File: config.mk
export PLATFORM = sky130hd
export DESIGN_NAME = adc_ctrl_top
export DESIGN_NICKNAME = d
export VERILOG_FILES = /design/src/logic/adc_pkg.sv /design/src/logic/adc_row_map.sv /design/src/logic/adc_apb_regs.sv /design/src/logic/adc_ctrl_top.sv
export SDC_FILE = /design/constraint.sdc
export NUM_CORES = 1
export LEC_CHECK = 0
export BUFFER_PORTS_ARGS = -buffer_cell sky130_fd_sc_hd__buf_4
export CAP_MARGIN = 5
export CORE_AREA = 2 2 92 94
export CTS_CLUSTER_DIAMETER = 100
export DETAILED_ROUTE_END_ITERATION = 7
export DIE_AREA = 0 0 94 96
export PLACE_DENSITY = 0.79
export SKIP_LAST_GASP = 1
export SYNTH_ARGS = -nofsm -noshare
export SYNTH_HDL_FRONTEND = slang
export SYNTH_SLANG_ARGS = --single-unit
File: constraint.sdc
create_clock -name CLK_SYS_IN -period 4.3 [get_ports CLK_SYS_IN]
set_clock_uncertainty 0.2 [all_clocks]
set_input_delay 1.075 -clock CLK_SYS_IN [delete_from_list [all_inputs] [get_ports CLK_SYS_IN]]
set_output_delay 1.075 -clock CLK_SYS_IN [all_outputs]
set_load 0.02 [all_outputs]
File: src/logic/adc_pkg.sv
// Shared constants of the area 2 DRAM/SDRAM mode control block.
// Assumes a single system clock domain and an APB register port.
package adc_pkg;

  // ==========================================================================
  // Register map
  // ==========================================================================
  localparam logic [11:0] CTRL_OFS   = 12'h000;
  localparam logic [11:0] STAT_OFS   = 12'h004;
  localparam logic [15:0] CTRL_RESET = 16'h0000;
  localparam logic [15:0] CTRL_WMASK = 16'hc8c3;

  // ==========================================================================
  // Control field positions
  // ==========================================================================
  localparam int BIT_DRAM_SEL  = 15;
  localparam int BIT_TYPE_SEL  = 14;
  localparam int BIT_CKE_EN    = 11;
  localparam int BIT_BURST     = 7;
  localparam int BIT_HOLD_LOW  = 6;
  localparam int BIT_SHIFT_HI  = 1;
  localparam int BIT_SHIFT_LO  = 0;

  // ==========================================================================
  // Status field positions
  // ==========================================================================
  localparam int STB_ROW_OPEN  = 0;
  localparam int STB_HELD      = 1;
  localparam int STB_BUSY      = 2;
  localparam int STB_KEY_LSB   = 16;

  // Row shift for multiplex encoding 00; each step of the field adds one.
  localparam logic [4:0] ROW_SHIFT_BASE = 5'h08;

  // ==========================================================================
  // Memory commands and controller states
  // ==========================================================================
  localparam logic [2:0] CMD_NOP       = 3'h0;
  localparam logic [2:0] CMD_ACTIVATE  = 3'h1;
  localparam logic [2:0] CMD_READ      = 3'h2;
  localparam logic [2:0] CMD_WRITE     = 3'h3;
  localparam logic [2:0] CMD_PRECHARGE = 3'h4;

  typedef enum logic [4:0] {
    ST_IDLE = 5'h01,
    ST_ACT  = 5'h02,
    ST_COL  = 5'h04,
    ST_OPEN = 5'h08,
    ST_PRE  = 5'h10
  } adc_state_t;

endpackage : adc_pkg

File: src/logic/adc_row_map.sv
// Row address multiplexing and page-hit key for area 2 accesses.
// Purely combinational; the caller registers whatever leaves the chip.
module adc_row_map import adc_pkg::*; #(
  parameter int ADDR_W     = 24,
  parameter int MEM_ADDR_W = 16
) (
  input  wire logic [ADDR_W-1:0]     addr_in,
  input  wire logic [1:0]            shift_sel_in,
  input  wire logic                  wide_in,
  output logic      [MEM_ADDR_W-1:0] row_addr_out,
  output logic      [ADDR_W-1:0]     row_key_out
);

  // ==========================================================================
  // Shift and compare range
  // ==========================================================================
  initial begin
    if (ADDR_W < 12 || MEM_ADDR_W > ADDR_W) begin
      $error("adc_row_map: unsupported address widths");
    end
  end

  wire [4:0]        row_shift = ROW_SHIFT_BASE + {3'h0, shift_sel_in};
  wire [4:0]        key_lsb   = row_shift + {4'h0, wide_in};
  wire [ADDR_W-1:0] shifted   = addr_in >> row_shift;
  wire [ADDR_W-1:0] key_mask  = {ADDR_W{1'b1}} << key_lsb;

  assign row_addr_out = shifted[MEM_ADDR_W-1:0];
  // A 16-bit space drops one more low bit from the compare.
  assign row_key_out  = addr_in & key_mask;

endmodule : adc_row_map

File: src/logic/adc_apb_regs.sv
// APB slave holding the area 2 control register and the status word.
// Assumes an APB master on the same clock; answers with no wait states.
module adc_apb_regs import adc_pkg::*; (
  input  wire logic        clk_in,
  input  wire logic        rst_n_in,
  input  wire logic        psel_in,
  input  wire logic        penable_in,
  input  wire logic        pwrite_in,
  input  wire logic [11:0] paddr_in,
  input  wire logic [31:0] pwdata_in,
  input  wire logic [31:0] status_in,
  output logic      [15:0] ctrl_out,
  output logic      [31:0] prdata_out,
  output logic             pready_out,
  output logic             pslverr_out
);

  // ==========================================================================
  // Decode
  // ==========================================================================
  wire hit_ctrl = (paddr_in == CTRL_OFS);
  wire hit_stat = (paddr_in == STAT_OFS);
  wire mapped   = hit_ctrl | hit_stat;
  wire setup    = psel_in & ~penable_in;
  wire access   = psel_in & penable_in;
  wire wr_ctrl  = access & pwrite_in & hit_ctrl;

  wire [31:0] rd_value = hit_ctrl ? {16'h0000, ctrl_out} :
                         hit_stat ? status_in : 32'h0000_0000;
  wire [15:0] next_ctrl = wr_ctrl ? (pwdata_in[15:0] & CTRL_WMASK) : ctrl_out;

  assign pready_out  = 1'b1;
  assign pslverr_out = access & ~mapped;

  // ==========================================================================
  // Registers
  // ==========================================================================
  // Read data is captured in the setup phase so it comes from a flop.
  always_ff @(posedge clk_in or negedge rst_n_in) begin
    if (!rst_n_in) begin
      ctrl_out   <= CTRL_RESET;
      prdata_out <= 32'h0000_0000;
    end else begin
      ctrl_out   <= next_ctrl;
      prdata_out <= setup ? rd_value : prdata_out;
    end
  end

endmodule : adc_apb_regs

File: src/logic/adc_ctrl_top.sv
// Area 2 DRAM/SDRAM mode control: register port, row tracking and the
// command sequencer that drives the memory strobes of area 2.
// Assumes the access port comes from bus logic on the same clock and that
// a request is held until it is acknowledged.
//
// Summary of operation
// - Control bit 15 sends area 2 to SRAM interface (0) or DRAM/SDRAM (1).
// - Bit 14 picks conventional DRAM strobes (0) or SDRAM commands (1).
// - Bit 11 enables the SDRAM clock-enable output.
// - Bit 7: 0 closes the row after every access, 1 keeps page open.
// - Bit 6 keeps the row strobe low during other-area accesses when set.
// - The hold-low choice only acts while page mode is enabled.
// - Clearing hold-low while holding the row closes it and raises the strobe.
// - Same-row access in page mode issues read/write without an activate.
// - Bits 1:0 set the row shift; 00 shifts by eight bits.
// - Bits 1:0 also set compared row bits: 00 compares 23..8, or 23..9 for 16-bit spaces.
module adc_ctrl_top import adc_pkg::*; #(
  parameter int ADDR_W     = 24,
  parameter int MEM_ADDR_W = 16
) (
  input  wire logic                  CLK_SYS_IN,
  input  wire logic                  RESET_N_IN,
  input  wire logic                  PSEL_IN,
  input  wire logic                  PENABLE_IN,
  input  wire logic                  PWRITE_IN,
  input  wire logic [11:0]           PADDR_IN,
  input  wire logic [31:0]           PWDATA_IN,
  output logic      [31:0]           PRDATA_OUT,
  output logic                       PREADY_OUT,
  output logic                       PSLVERR_OUT,
  input  wire logic                  ACC_REQ_IN,
  input  wire logic                  ACC_AREA2_IN,
  input  wire logic                  ACC_WRITE_IN,
  input  wire logic                  ACC_WIDE_IN,
  input  wire logic [ADDR_W-1:0]     ACC_ADDR_IN,
  input  wire logic                  ACC_OTHER_IN,
  output logic                       ACC_SRAM_SEL_OUT,
  output logic                       ACC_ACK_OUT,
  output logic      [2:0]            SD_CMD_OUT,
  output logic                       RAS_N_OUT,
  output logic                       CAS_N_OUT,
  output logic                       CKE_OUT,
  output logic      [MEM_ADDR_W-1:0] MEM_ADDR_OUT
);

  // ==========================================================================
  // Elaboration checks
  // ==========================================================================
  initial begin
    // The row address slice of the shift-by-eight encoding must fit the access address.
    if (ADDR_W < STB_KEY_LSB || MEM_ADDR_W + 8 > ADDR_W) begin
      $error("adc_ctrl_top: unsupported address widths");
    end
  end

  // ==========================================================================
  // Register file
  // ==========================================================================
  logic [15:0] ctrl;
  logic [31:0] status;

  adc_apb_regs u_regs (
    .clk_in      (CLK_SYS_IN),
    .rst_n_in    (RESET_N_IN),
    .psel_in     (PSEL_IN),
    .penable_in  (PENABLE_IN),
    .pwrite_in   (PWRITE_IN),
    .paddr_in    (PADDR_IN),
    .pwdata_in   (PWDATA_IN),
    .status_in   (status),
    .ctrl_out    (ctrl),
    .prdata_out  (PRDATA_OUT),
    .pready_out  (PREADY_OUT),
    .pslverr_out (PSLVERR_OUT)
  );

  wire area2_dram_interface_select = ctrl[BIT_DRAM_SEL];
  wire dram_type_select            = ctrl[BIT_TYPE_SEL];
  wire clock_enable_output_enable  = ctrl[BIT_CKE_EN];
  wire burst_page_enable           = ctrl[BIT_BURST];
  wire row_strobe_hold_low_mode    = ctrl[BIT_HOLD_LOW];
  wire row_shift_select_hi         = ctrl[BIT_SHIFT_HI];
  wire row_shift_select_lo         = ctrl[BIT_SHIFT_LO];

  // ==========================================================================
  // Row address and page-hit key
  // ==========================================================================
  logic [MEM_ADDR_W-1:0] row_addr;
  logic [ADDR_W-1:0]     row_key;

  adc_row_map #(
    .ADDR_W     (ADDR_W),
    .MEM_ADDR_W (MEM_ADDR_W)
  ) u_row_map (
    .addr_in      (ACC_ADDR_IN),
    .shift_sel_in ({row_shift_select_hi, row_shift_select_lo}),
    .wide_in      (ACC_WIDE_IN),
    .row_addr_out (row_addr),
    .row_key_out  (row_key)
  );

  // ==========================================================================
  // Sequencer state and decode
  // ==========================================================================
  adc_state_t            state;
  adc_state_t            next_state;
  logic [ADDR_W-1:0]     open_key;
  logic                  held;
  logic [2:0]            cmd;
  logic                  ras_n;
  logic                  cas_n;
  logic                  cke;
  logic [MEM_ADDR_W-1:0] mem_addr;

  wire area2_req = ACC_REQ_IN & ACC_AREA2_IN;
  wire dram_req  = area2_req & area2_dram_interface_select;
  wire row_hit   = (row_key == open_key);
  wire is_open   = (state == ST_OPEN);

  // An open page survives only in page mode; without hold-low it is closed
  // as soon as another area or an I/O register takes the bus.
  wire close_page = ~burst_page_enable | ~area2_dram_interface_select |
                    (~row_strobe_hold_low_mode & (ACC_OTHER_IN | held));

  always_comb begin
    next_state = state;
    case (state)
      ST_IDLE: begin
        if (dram_req) begin
          next_state = ST_ACT;
        end
      end
      ST_ACT: begin
        next_state = ST_COL;
      end
      ST_COL: begin
        if (burst_page_enable && area2_dram_interface_select) begin
          next_state = ST_OPEN;
        end else begin
          next_state = ST_PRE;
        end
      end
      ST_OPEN: begin
        if (close_page) begin
          next_state = ST_PRE;
        end else if (dram_req && row_hit) begin
          next_state = ST_COL;
        end else if (dram_req) begin
          next_state = ST_PRE;
        end
      end
      ST_PRE: begin
        if (dram_req) begin
          next_state = ST_ACT;
        end else begin
          next_state = ST_IDLE;
        end
      end
      default: begin
        next_state = ST_IDLE;
      end
    endcase
  end

  // ==========================================================================
  // Next output values
  // ==========================================================================
  wire enter_act  = (next_state == ST_ACT);
  wire enter_col  = (next_state == ST_COL);
  wire enter_pre  = (next_state == ST_PRE);
  wire row_active = enter_act | enter_col | (next_state == ST_OPEN);
  wire [2:0] col_cmd = ACC_WRITE_IN ? CMD_WRITE : CMD_READ;

  // Conventional DRAM sees only the strobes; command codes are SDRAM only.
  wire [2:0] next_cmd = ~dram_type_select ? CMD_NOP :
                        enter_act ? CMD_ACTIVATE :
                        enter_col ? col_cmd :
                        enter_pre ? CMD_PRECHARGE : CMD_NOP;
  wire next_ras_n = ~row_active;
  wire next_cas_n = ~(enter_col & ~dram_type_select);
  wire next_cke   = clock_enable_output_enable & dram_type_select &
                    area2_dram_interface_select;
  wire [MEM_ADDR_W-1:0] next_mem_addr =
    enter_act ? row_addr :
    enter_col ? ACC_ADDR_IN[MEM_ADDR_W-1:0] : mem_addr;
  wire [ADDR_W-1:0] next_open_key = (state == ST_ACT) ? row_key : open_key;
  wire next_held = is_open & (ACC_OTHER_IN | held);

  // ==========================================================================
  // Registers
  // ==========================================================================
  always_ff @(posedge CLK_SYS_IN or negedge RESET_N_IN) begin
    if (!RESET_N_IN) begin
      state    <= ST_IDLE;
      open_key <= '0;
      held     <= 1'b0;
      cmd      <= CMD_NOP;
      ras_n    <= 1'b1;
      cas_n    <= 1'b1;
      cke      <= 1'b0;
      mem_addr <= '0;
    end else begin
      state    <= next_state;
      open_key <= next_open_key;
      held     <= next_held;
      cmd      <= next_cmd;
      ras_n    <= next_ras_n;
      cas_n    <= next_cas_n;
      cke      <= next_cke;
      mem_addr <= next_mem_addr;
    end
  end

  // ==========================================================================
  // Outputs and status
  // ==========================================================================
  assign ACC_SRAM_SEL_OUT = area2_req & ~area2_dram_interface_select;
  assign ACC_ACK_OUT      = (state == ST_COL);
  assign SD_CMD_OUT       = cmd;
  assign RAS_N_OUT        = ras_n;
  assign CAS_N_OUT        = cas_n;
  assign CKE_OUT          = cke;
  assign MEM_ADDR_OUT     = mem_addr;

  wire busy = ~(state == ST_IDLE) & ~is_open;
  assign status = {open_key[ADDR_W-1 -: 16], 13'h0000, busy, held, ~ras_n};

  // ==========================================================================
  // Assertions
  // ==========================================================================
  a_sram_no_act: assert property (
    @(posedge CLK_SYS_IN) disable iff (!RESET_N_IN)
    (state == ST_IDLE && !area2_dram_interface_select) |=> (state == ST_IDLE))
    else $error("activate started while area 2 is routed to SRAM");

  a_type_cmd_gate: assert property (
    @(posedge CLK_SYS_IN) disable iff (!RESET_N_IN)
    (SD_CMD_OUT != CMD_NOP) |-> ($past(dram_type_select) && CAS_N_OUT))
    else $error("SDRAM command issued in conventional DRAM mode");

  a_cke_follow: assert property (
    @(posedge CLK_SYS_IN) disable iff (!RESET_N_IN)
    $rose(CKE_OUT) |-> $past(clock_enable_output_enable && dram_type_select))
    else $error("clock enable raised without its enable bit");

  a_full_close: assert property (
    @(posedge CLK_SYS_IN) disable iff (!RESET_N_IN)
    (state == ST_COL && !burst_page_enable) |=> (state == ST_PRE && RAS_N_OUT))
    else $error("full access did not close the row");

  a_up_mode_close: assert property (
    @(posedge CLK_SYS_IN) disable iff (!RESET_N_IN)
    (is_open && ACC_OTHER_IN && !row_strobe_hold_low_mode) |=> RAS_N_OUT)
    else $error("row strobe stayed low in up mode");

  a_hold_needs_burst: assert property (
    @(posedge CLK_SYS_IN) disable iff (!RESET_N_IN)
    (is_open && !burst_page_enable) |=> (state == ST_PRE && RAS_N_OUT))
    else $error("page held open without page mode");

  a_hold_cancel: assert property (
    @(posedge CLK_SYS_IN) disable iff (!RESET_N_IN)
    (is_open && held && !row_strobe_hold_low_mode) |=> RAS_N_OUT)
    else $error("clearing hold-low did not raise the row strobe");

  a_hit_no_activate: assert property (
    @(posedge CLK_SYS_IN) disable iff (!RESET_N_IN)
    (is_open && !close_page && dram_req && row_hit && dram_type_select)
      |=> (SD_CMD_OUT == CMD_READ || SD_CMD_OUT == CMD_WRITE) && !RAS_N_OUT)
    else $error("same-row access did not go straight to the column command");

  a_row_shift: assert property (
    @(posedge CLK_SYS_IN) disable iff (!RESET_N_IN)
    (state == ST_IDLE && dram_req && !row_shift_select_hi && !row_shift_select_lo)
      |=> (MEM_ADDR_OUT == $past(ACC_ADDR_IN[MEM_ADDR_W+7:8])))
    else $error("row address not shifted by eight bits");

  a_miss_reopen: assert property (
    @(posedge CLK_SYS_IN) disable iff (!RESET_N_IN)
    (is_open && !close_page && dram_req && !row_hit)
      |=> (state == ST_PRE) ##1 (state == ST_ACT) ##1 (state == ST_COL))
    else $error("row miss did not precharge and reactivate");

  a_ack_single: assert property (
    @(posedge CLK_SYS_IN) disable iff (!RESET_N_IN)
    ACC_ACK_OUT |=> !ACC_ACK_OUT)
    else $error("access acknowledge lasted more than one cycle");

  a_idle_closed: assert property (
    @(posedge CLK_SYS_IN) disable iff (!RESET_N_IN)
    (state == ST_IDLE) |-> (RAS_N_OUT && CAS_N_OUT && SD_CMD_OUT == CMD_NOP))
    else $error("memory strobes active while the sequencer is idle");

  a_dram_cmd_nop: assert property (
    @(posedge CLK_SYS_IN) disable iff (!RESET_N_IN)
    !dram_type_select |=> (SD_CMD_OUT == CMD_NOP))
    else $error("command code issued in conventional DRAM mode");

  a_sdram_no_cas: assert property (
    @(posedge CLK_SYS_IN) disable iff (!RESET_N_IN)
    dram_type_select |=> CAS_N_OUT)
    else $error("column strobe pulsed in SDRAM mode");

  a_cke_off: assert property (
    @(posedge CLK_SYS_IN) disable iff (!RESET_N_IN)
    !clock_enable_output_enable |=> !CKE_OUT)
    else $error("clock enable driven while its enable bit is clear");

  a_cke_on: assert property (
    @(posedge CLK_SYS_IN) disable iff (!RESET_N_IN)
    (clock_enable_output_enable && dram_type_select && area2_dram_interface_select) |=> CKE_OUT)
    else $error("clock enable not driven while enabled for SDRAM");

  a_page_stays: assert property (
    @(posedge CLK_SYS_IN) disable iff (!RESET_N_IN)
    (state == ST_COL && burst_page_enable && area2_dram_interface_select) |=> (is_open && !RAS_N_OUT))
    else $error("page mode did not keep the row open");

  a_down_keeps: assert property (
    @(posedge CLK_SYS_IN) disable iff (!RESET_N_IN)
    (is_open && !dram_req && ACC_OTHER_IN && row_strobe_hold_low_mode && burst_page_enable &&
     area2_dram_interface_select) |=> (is_open && !RAS_N_OUT))
    else $error("row strobe rose during another access in down mode");

  a_hit_no_activate_command: assert property (
    @(posedge CLK_SYS_IN) disable iff (!RESET_N_IN)
    (is_open && !close_page && dram_req && row_hit) |=> (state == ST_COL && SD_CMD_OUT != CMD_ACTIVATE))
    else $error("same-row access issued an activate");

  a_key_capture: assert property (
    @(posedge CLK_SYS_IN) disable iff (!RESET_N_IN)
    (state == ST_ACT) |=> (open_key == $past(row_key)))
    else $error("open row key not taken at activation");

  a_col_addr: assert property (
    @(posedge CLK_SYS_IN) disable iff (!RESET_N_IN)
    (state == ST_ACT) |=> (MEM_ADDR_OUT == $past(ACC_ADDR_IN[MEM_ADDR_W-1:0])))
    else $error("column address not driven after activation");

  a_pre_raises: assert property (
    @(posedge CLK_SYS_IN) disable iff (!RESET_N_IN)
    (state == ST_PRE) |-> RAS_N_OUT)
    else $error("row strobe low during precharge");

endmodule : adc_ctrl_top

== Word-level counts from Yosys, hierarchy flattened ==
Cells that the tools add are included.
Operators by class
  reductions and logical operators: 4
  multipliers: 0
  divide/modulo/power cells: 0
  bitwise gates (word level): 32
  $add $sub $neg: 2
  $lt $le $gt $ge: 0
  mux-type cells: 16
  shifts and indexed selects: 2
  eq/ne operators: 11
Operator list (number)
  $mux W32: 2
  $mux W16: 2
  $mux W5: 5
  $pmux W5 S5: 1
  $and A24 B24 Y24: 1
  $eq A24 B24 Y1: 1
  $shl A24 B5 Y24 const A: 1
  $shr A24 B5 Y16: 1
  $and A1 B1 Y1: 14
  $eq A12 B3 Y1 const B: 1
  $logic_not A12 Y1: 1
  $mux W3: 4
  $not A1 Y1: 11
  $eq A5 B2 Y1 const B: 2
  $eq A5 B3 Y1 const B: 2
  $eq A5 B4 Y1 const B: 2
  $eq A5 B5 Y1 const B: 2
  $or A1 B1 Y1: 6
  $add A4 B2 Y5 const A: 1
  $add A5 B1 Y5: 1
  $eq A5 B1 Y1 const B: 1
  $logic_and A1 B1 Y1: 2
  $mux W2: 1
  $reduce_bool A2 Y1: 1
  $mux W1: 1
Storage, ports and cells
  latch bits: 0
  memory bits (read-only): 0
  register bits: 91
  bits in writable memories: 0
  memories kept: 0

== Depth between registers and ports, before layout ==
  depth in word-level cells: 14
  mapped depth: 12

== Hierarchy ==
A second synthesis with hierarchy kept.
Unflattened totals
  cells, all modules: 463
  area, all modules: 4810.9 µm²
Modules (own cells, without submodules)
  adc_ctrl_top: area each 2572.5 µm², cells an instance 284, sequential area each 1305.0 µm², times used 1
  adc_apb_regs: area each 1636.6 µm², cells an instance 115, sequential area each 975.9 µm², times used 1
  adc_row_map: area each 601.8 µm², cells an instance 64, sequential area each 0.0 µm², times used 1

== Worst setup path before layout ==
OpenSTA, ideal clock, no wires.
  path kind: input -> register
  start: input ACC_WIDE_IN
  end: register mem_addr[11] (netlist: MEM_ADDR_OUT[11])
  slack: 902 ps
  cell stages on the path: 11
  setup time: 126 ps
  path buffers: 2
  arrival time: 3072 ps
  data required time: 3974 ps
  path through: ha_1 inv_1 ha_1 o211a_1 or3_1 nand4_2 nor4b_4 or2_1 buf_6 buf_6 a221o_1
On the way
  word-level cells in the longest chain between the ends: 10
RTL lines
  start, declared: line adc_ctrl_top.sv:34  | input wire logic ACC_WIDE_IN,
  $add A5 B1 Y5 *: line adc_row_map.sv:24  | wire [4:0] key_lsb = row_shift + {4'h0, wide_in};
  $shl A24 B5 Y24 *: line adc_row_map.sv:26  | wire [ADDR_W-1:0] key_mask = {ADDR_W{1'b1}} << key_lsb;
  $and A24 B24 Y24 *: line adc_row_map.sv:30  | assign row_key_out = addr_in & key_mask;
  $eq A24 B24 Y1 *: line adc_ctrl_top.sv:117  | wire row_hit = (row_key == open_key);
  $logic_and A1 B1 Y1 *: line adc_ctrl_top.sv:146  | end else if (dram_req && row_hit) begin
  $mux W5 *: line adc_ctrl_top.sv:146
  $mux W5 *: line adc_ctrl_top.sv:144  | if (close_page) begin
  $pmux W5 S5 *: line adc_ctrl_top.sv:127  | case (state)
  via next_state[2]: line adc_ctrl_top.sv:106  | adc_state_t next_state;
  $eq A5 B2 Y1 / $eq A5 B3 Y1 (equally long branches): line adc_ctrl_top.sv:168, adc_ctrl_top.sv:169
  $mux W16 / $reduce_bool A2 Y1 (equally long branches)
  end signal, assigned: line adc_ctrl_top.sv:210  | mem_addr <= next_mem_addr;
  end, declared: line adc_ctrl_top.sv:113  | logic [MEM_ADDR_W-1:0] mem_addr;
The timed path passes the listed nets; every way through them passes the cells marked *.
A chain may end at the register's enable or synchronous reset.

== Final worst setup path ==
  start: input PADDR_IN[10]
  end: output PSLVERR_OUT
On the way
  word-level cells in the longest chain between the ends: 4
RTL lines
  start, declared: line adc_ctrl_top.sv:26  | input wire logic [11:0] PADDR_IN,
  $eq A12 B3 Y1 / $logic_not A12 Y1 (equally long branches): line adc_apb_regs.sv:22, adc_apb_regs.sv:21
  $or A1 B1 Y1 *: line adc_apb_regs.sv:23  | wire mapped = hit_ctrl | hit_stat;
  $not A1 Y1 *: line adc_apb_regs.sv:33  | assign pslverr_out = access & ~mapped;
  $and A1 B1 Y1 *: line adc_apb_regs.sv:33
  end, declared: line adc_ctrl_top.sv:30  | output logic PSLVERR_OUT,
Every way passes the cells marked *; elsewhere a longest branch is shown, timed or not.

==> results.yml <==
critical_path:
  timing.rr.start: "u_regs.ctrl_out[0]"
  critPathMaxFanout: 6
  worstPathArrival_ps: 2180
  worstPathRequired_ps: 3020
  endpoint_kind: "output port"
  crit_path_start: "PADDR_IN[10]"
  critPathLaunchType: "input pin"
  critPathKind: "in2out"
die:
  row_count: 33
  die_y_um: 96
  initial_core_util_pct: 49.0
  core_area_um2: 8050
  die_w_um: 94
  ioPinCount: 136
  die_area_um2: 9020
clock_tree:
  path_clk_slew_ps: 70
  post_cts_buffers: 0
  clock-sinks: 75
  htreeDepth: 3
  cts-resized-gates: 0
  clk_latency_ps: 350
  ctsHoldBuffers: 0
  ctsLongestPathBuffers: 2
  numCtsBuffers: 9
  cts_tree: "done"
  cts_root_buffer: "clkbuf_8"
logic_synthesis:
  yosysTopAreaCell: "dfrtp_1"
  ys_ff_latch: 75
  synth_cells: 365
  netlist_area_um2: 3950
  async_flop_share_pct: 100
  synthesis.yosys.warnings: 0
  synthDistinctLibCells: 56
  seq_area_frac_synth_pct: 47.7
  yosysMostFrequentCell: "dfrtp_1"
  yosys-top-cells-count: "72 x dfrtp_1, 50 x nand2_1, 21 x a22o_1, 14 x nor3b_1, 13 x a221o_1"
  synth_area_per_cell_um2: 10.8
  synth_top_area_share_pct: 45.7
  synth_edf_count: 0
  netlist_top_cells_area: "dfrtp_1 46%, mux4_2 5.1%, nand2_1 4.8%"
  synth_ff_type: "dfrtp_1"
placement:
  place_congestion: 0.808
  place_hpwl_mm: 7.04
  place.port_buffers: 101
outcome:
  status: "completed"
worst_hold_path:
  hold_path.class: "reg2reg"
  min_from: "u_regs.prdata_out[2]"
route:
  routed_via_density: 5.72
  ant_nets: 0
  via_count: 3241
  wire_per_inst_um: 17.6
  totalWireLength_mm: 9.97
  drt_iter0_markers: 171
  drc: 0
  first_pass_iters: 4
run:
  max_cap_viol_count: 0
timing:
  setup-tns-final_ps: 0
  final.period_utilization_pct: 80.4
  rsz0062_at_grt: "no"
  tightest_slew_ps: 1170
  clock.fmax_ghz: 0.289
  hold_slack_ps: 285
  relSlewSlack_pct: 21.7
  slew_violations: 0
  period_needed_ps: 3460
  hold_viol_final: 0
  setup_violations: 0
global_routing:
  grt_start_max_net_pins: 76
  grt_pass1_vias: 3287
  grt_overflow_total: 0
  antenna_found_initial: 0
  grt_pass1_wl_mm: 16.3
  track_usage_pct: 23.5
final_layout:
  layout-drive-gt1-share_pct: 32.5
  final_nets: 538
  syn_to_final_growth_pct: 25.8
  diodes: 0
power:
  p_leak_nw: 2.42
  peakVddDrop_uv: 238
  power_density_nw_per_um2: 297
-- logic make-up after synthesis --
logic type | synth area share [%]
flops | 47.7
compound gates | 15.9
simple gates | 17.4
other cells | 0.190
buf+inv | 6.15
xor+xnor | 2.66
fa+ha+maj | 0.951
mux | 9.00
-- worst max-delay path, cell delays in order --
cell and delay (ps):
buf_4 110, nor4_1 310, nand3_1 270, and3_1 270, buf_4 150
-- per-layer routing --
layer | global-route usage [%] | vias to the layer above | wire, um
met4 | 10.4 | 0 | 238
li1 | - | 1514 | -
met3 | 4.93 | 21 | 636
met1 | 29.8 | 1593 | 4100
met2 | 39.1 | 113 | 5000
met5 | 0 | - | 0
-- state kept, by name, indices dropped and copies added (netlist names) --
name,count
CAS_N_OUT,1
SD_CMD_OUT,3
u_regs.prdata_out,24
MEM_ADDR_OUT,16
held,1
RAS_N_OUT,1
open_key,16
u_regs.ctrl_out,7
state,5
CKE_OUT,1
-- through the flow --
step / power (W) / util, % / instances / area, um^2 / worst slack, ps
2_1_floorplan: 0.000769 / - / 372 / 3970 / 902
3_3_place_gp: 0.000834 / 58.6 / 551 / 4720 / 629
3_5_place_dp: 0.000837 / 58.6 / 551 / 4720 / 587
4_1_cts: 0.00148 / 61.7 / 567 / 4960 / 842
5_1_grt: 0.00152 / 61.7 / 567 / 4960 / 759
6_report: 0.00148 / 61.7 / 567 / 4960 / 841
-- layout by cell type (no fill, tap or decap), types with 3 or more instances in the layout --
master / n
ha_1: 3
o21ai_1: 6
nand3_1: 6
o31ai_1: 7
o21ai_0: 7
mux4_2: 9
dfrtp_1: 72
clkbuf_8: 13
conb_1: 9
or3_1: 3
nand2b_1: 3
mux2i_1: 4
nor2_1: 11
nor3b_1: 13
a21oi_1: 4
xor2_1: 9
and3_1: 5
a22o_1: 21
mux2_2: 4
nor4_1: 6
dfstp_2: 3
inv_1: 11
xnor2_1: 3
and2_1: 3
mux2_1: 6
nor3_1: 5
buf_4: 108
a221o_1: 13
nand4_1: 8
nand2_1: 50
-- final timing paths --
kind,to,slack [ps],depth (start not counted)
setup / recovery,PSLVERR_OUT,840,5
max in group asynchronous,u_regs.prdata_out[29],2630,1
setup reg to reg,MEM_ADDR_OUT[14],1080,10
hold / removal,u_regs.prdata_out[2],290,2
min in group asynchronous,u_regs.prdata_out[15],650,1
hold reg to reg,u_regs.prdata_out[2],290,2
-- report_power, final --
part           switching (W)  total (W)  internal [W]
clock               0.000263   0.000654      0.000391
combinational      0.0000652   0.000117     0.0000515
sequential       0.000000506   0.000706      0.000706
total               0.000329    0.00148       0.00115
-- layout make-up --
cell class | count | area, um^2
Inverter | 11 | 41.3
Clock buffer | 13 | 179
Fill cell | 656 | 3090
Tap cell | 105 | 131
Multi-Input combinational cell | 252 | 1850
Timing Repair Buffer | 108 | 811
Sequential cell | 75 | 1880
Clock inverter | 3 | 67.6
No activity file was read; power rests on OpenSTA's default activity.
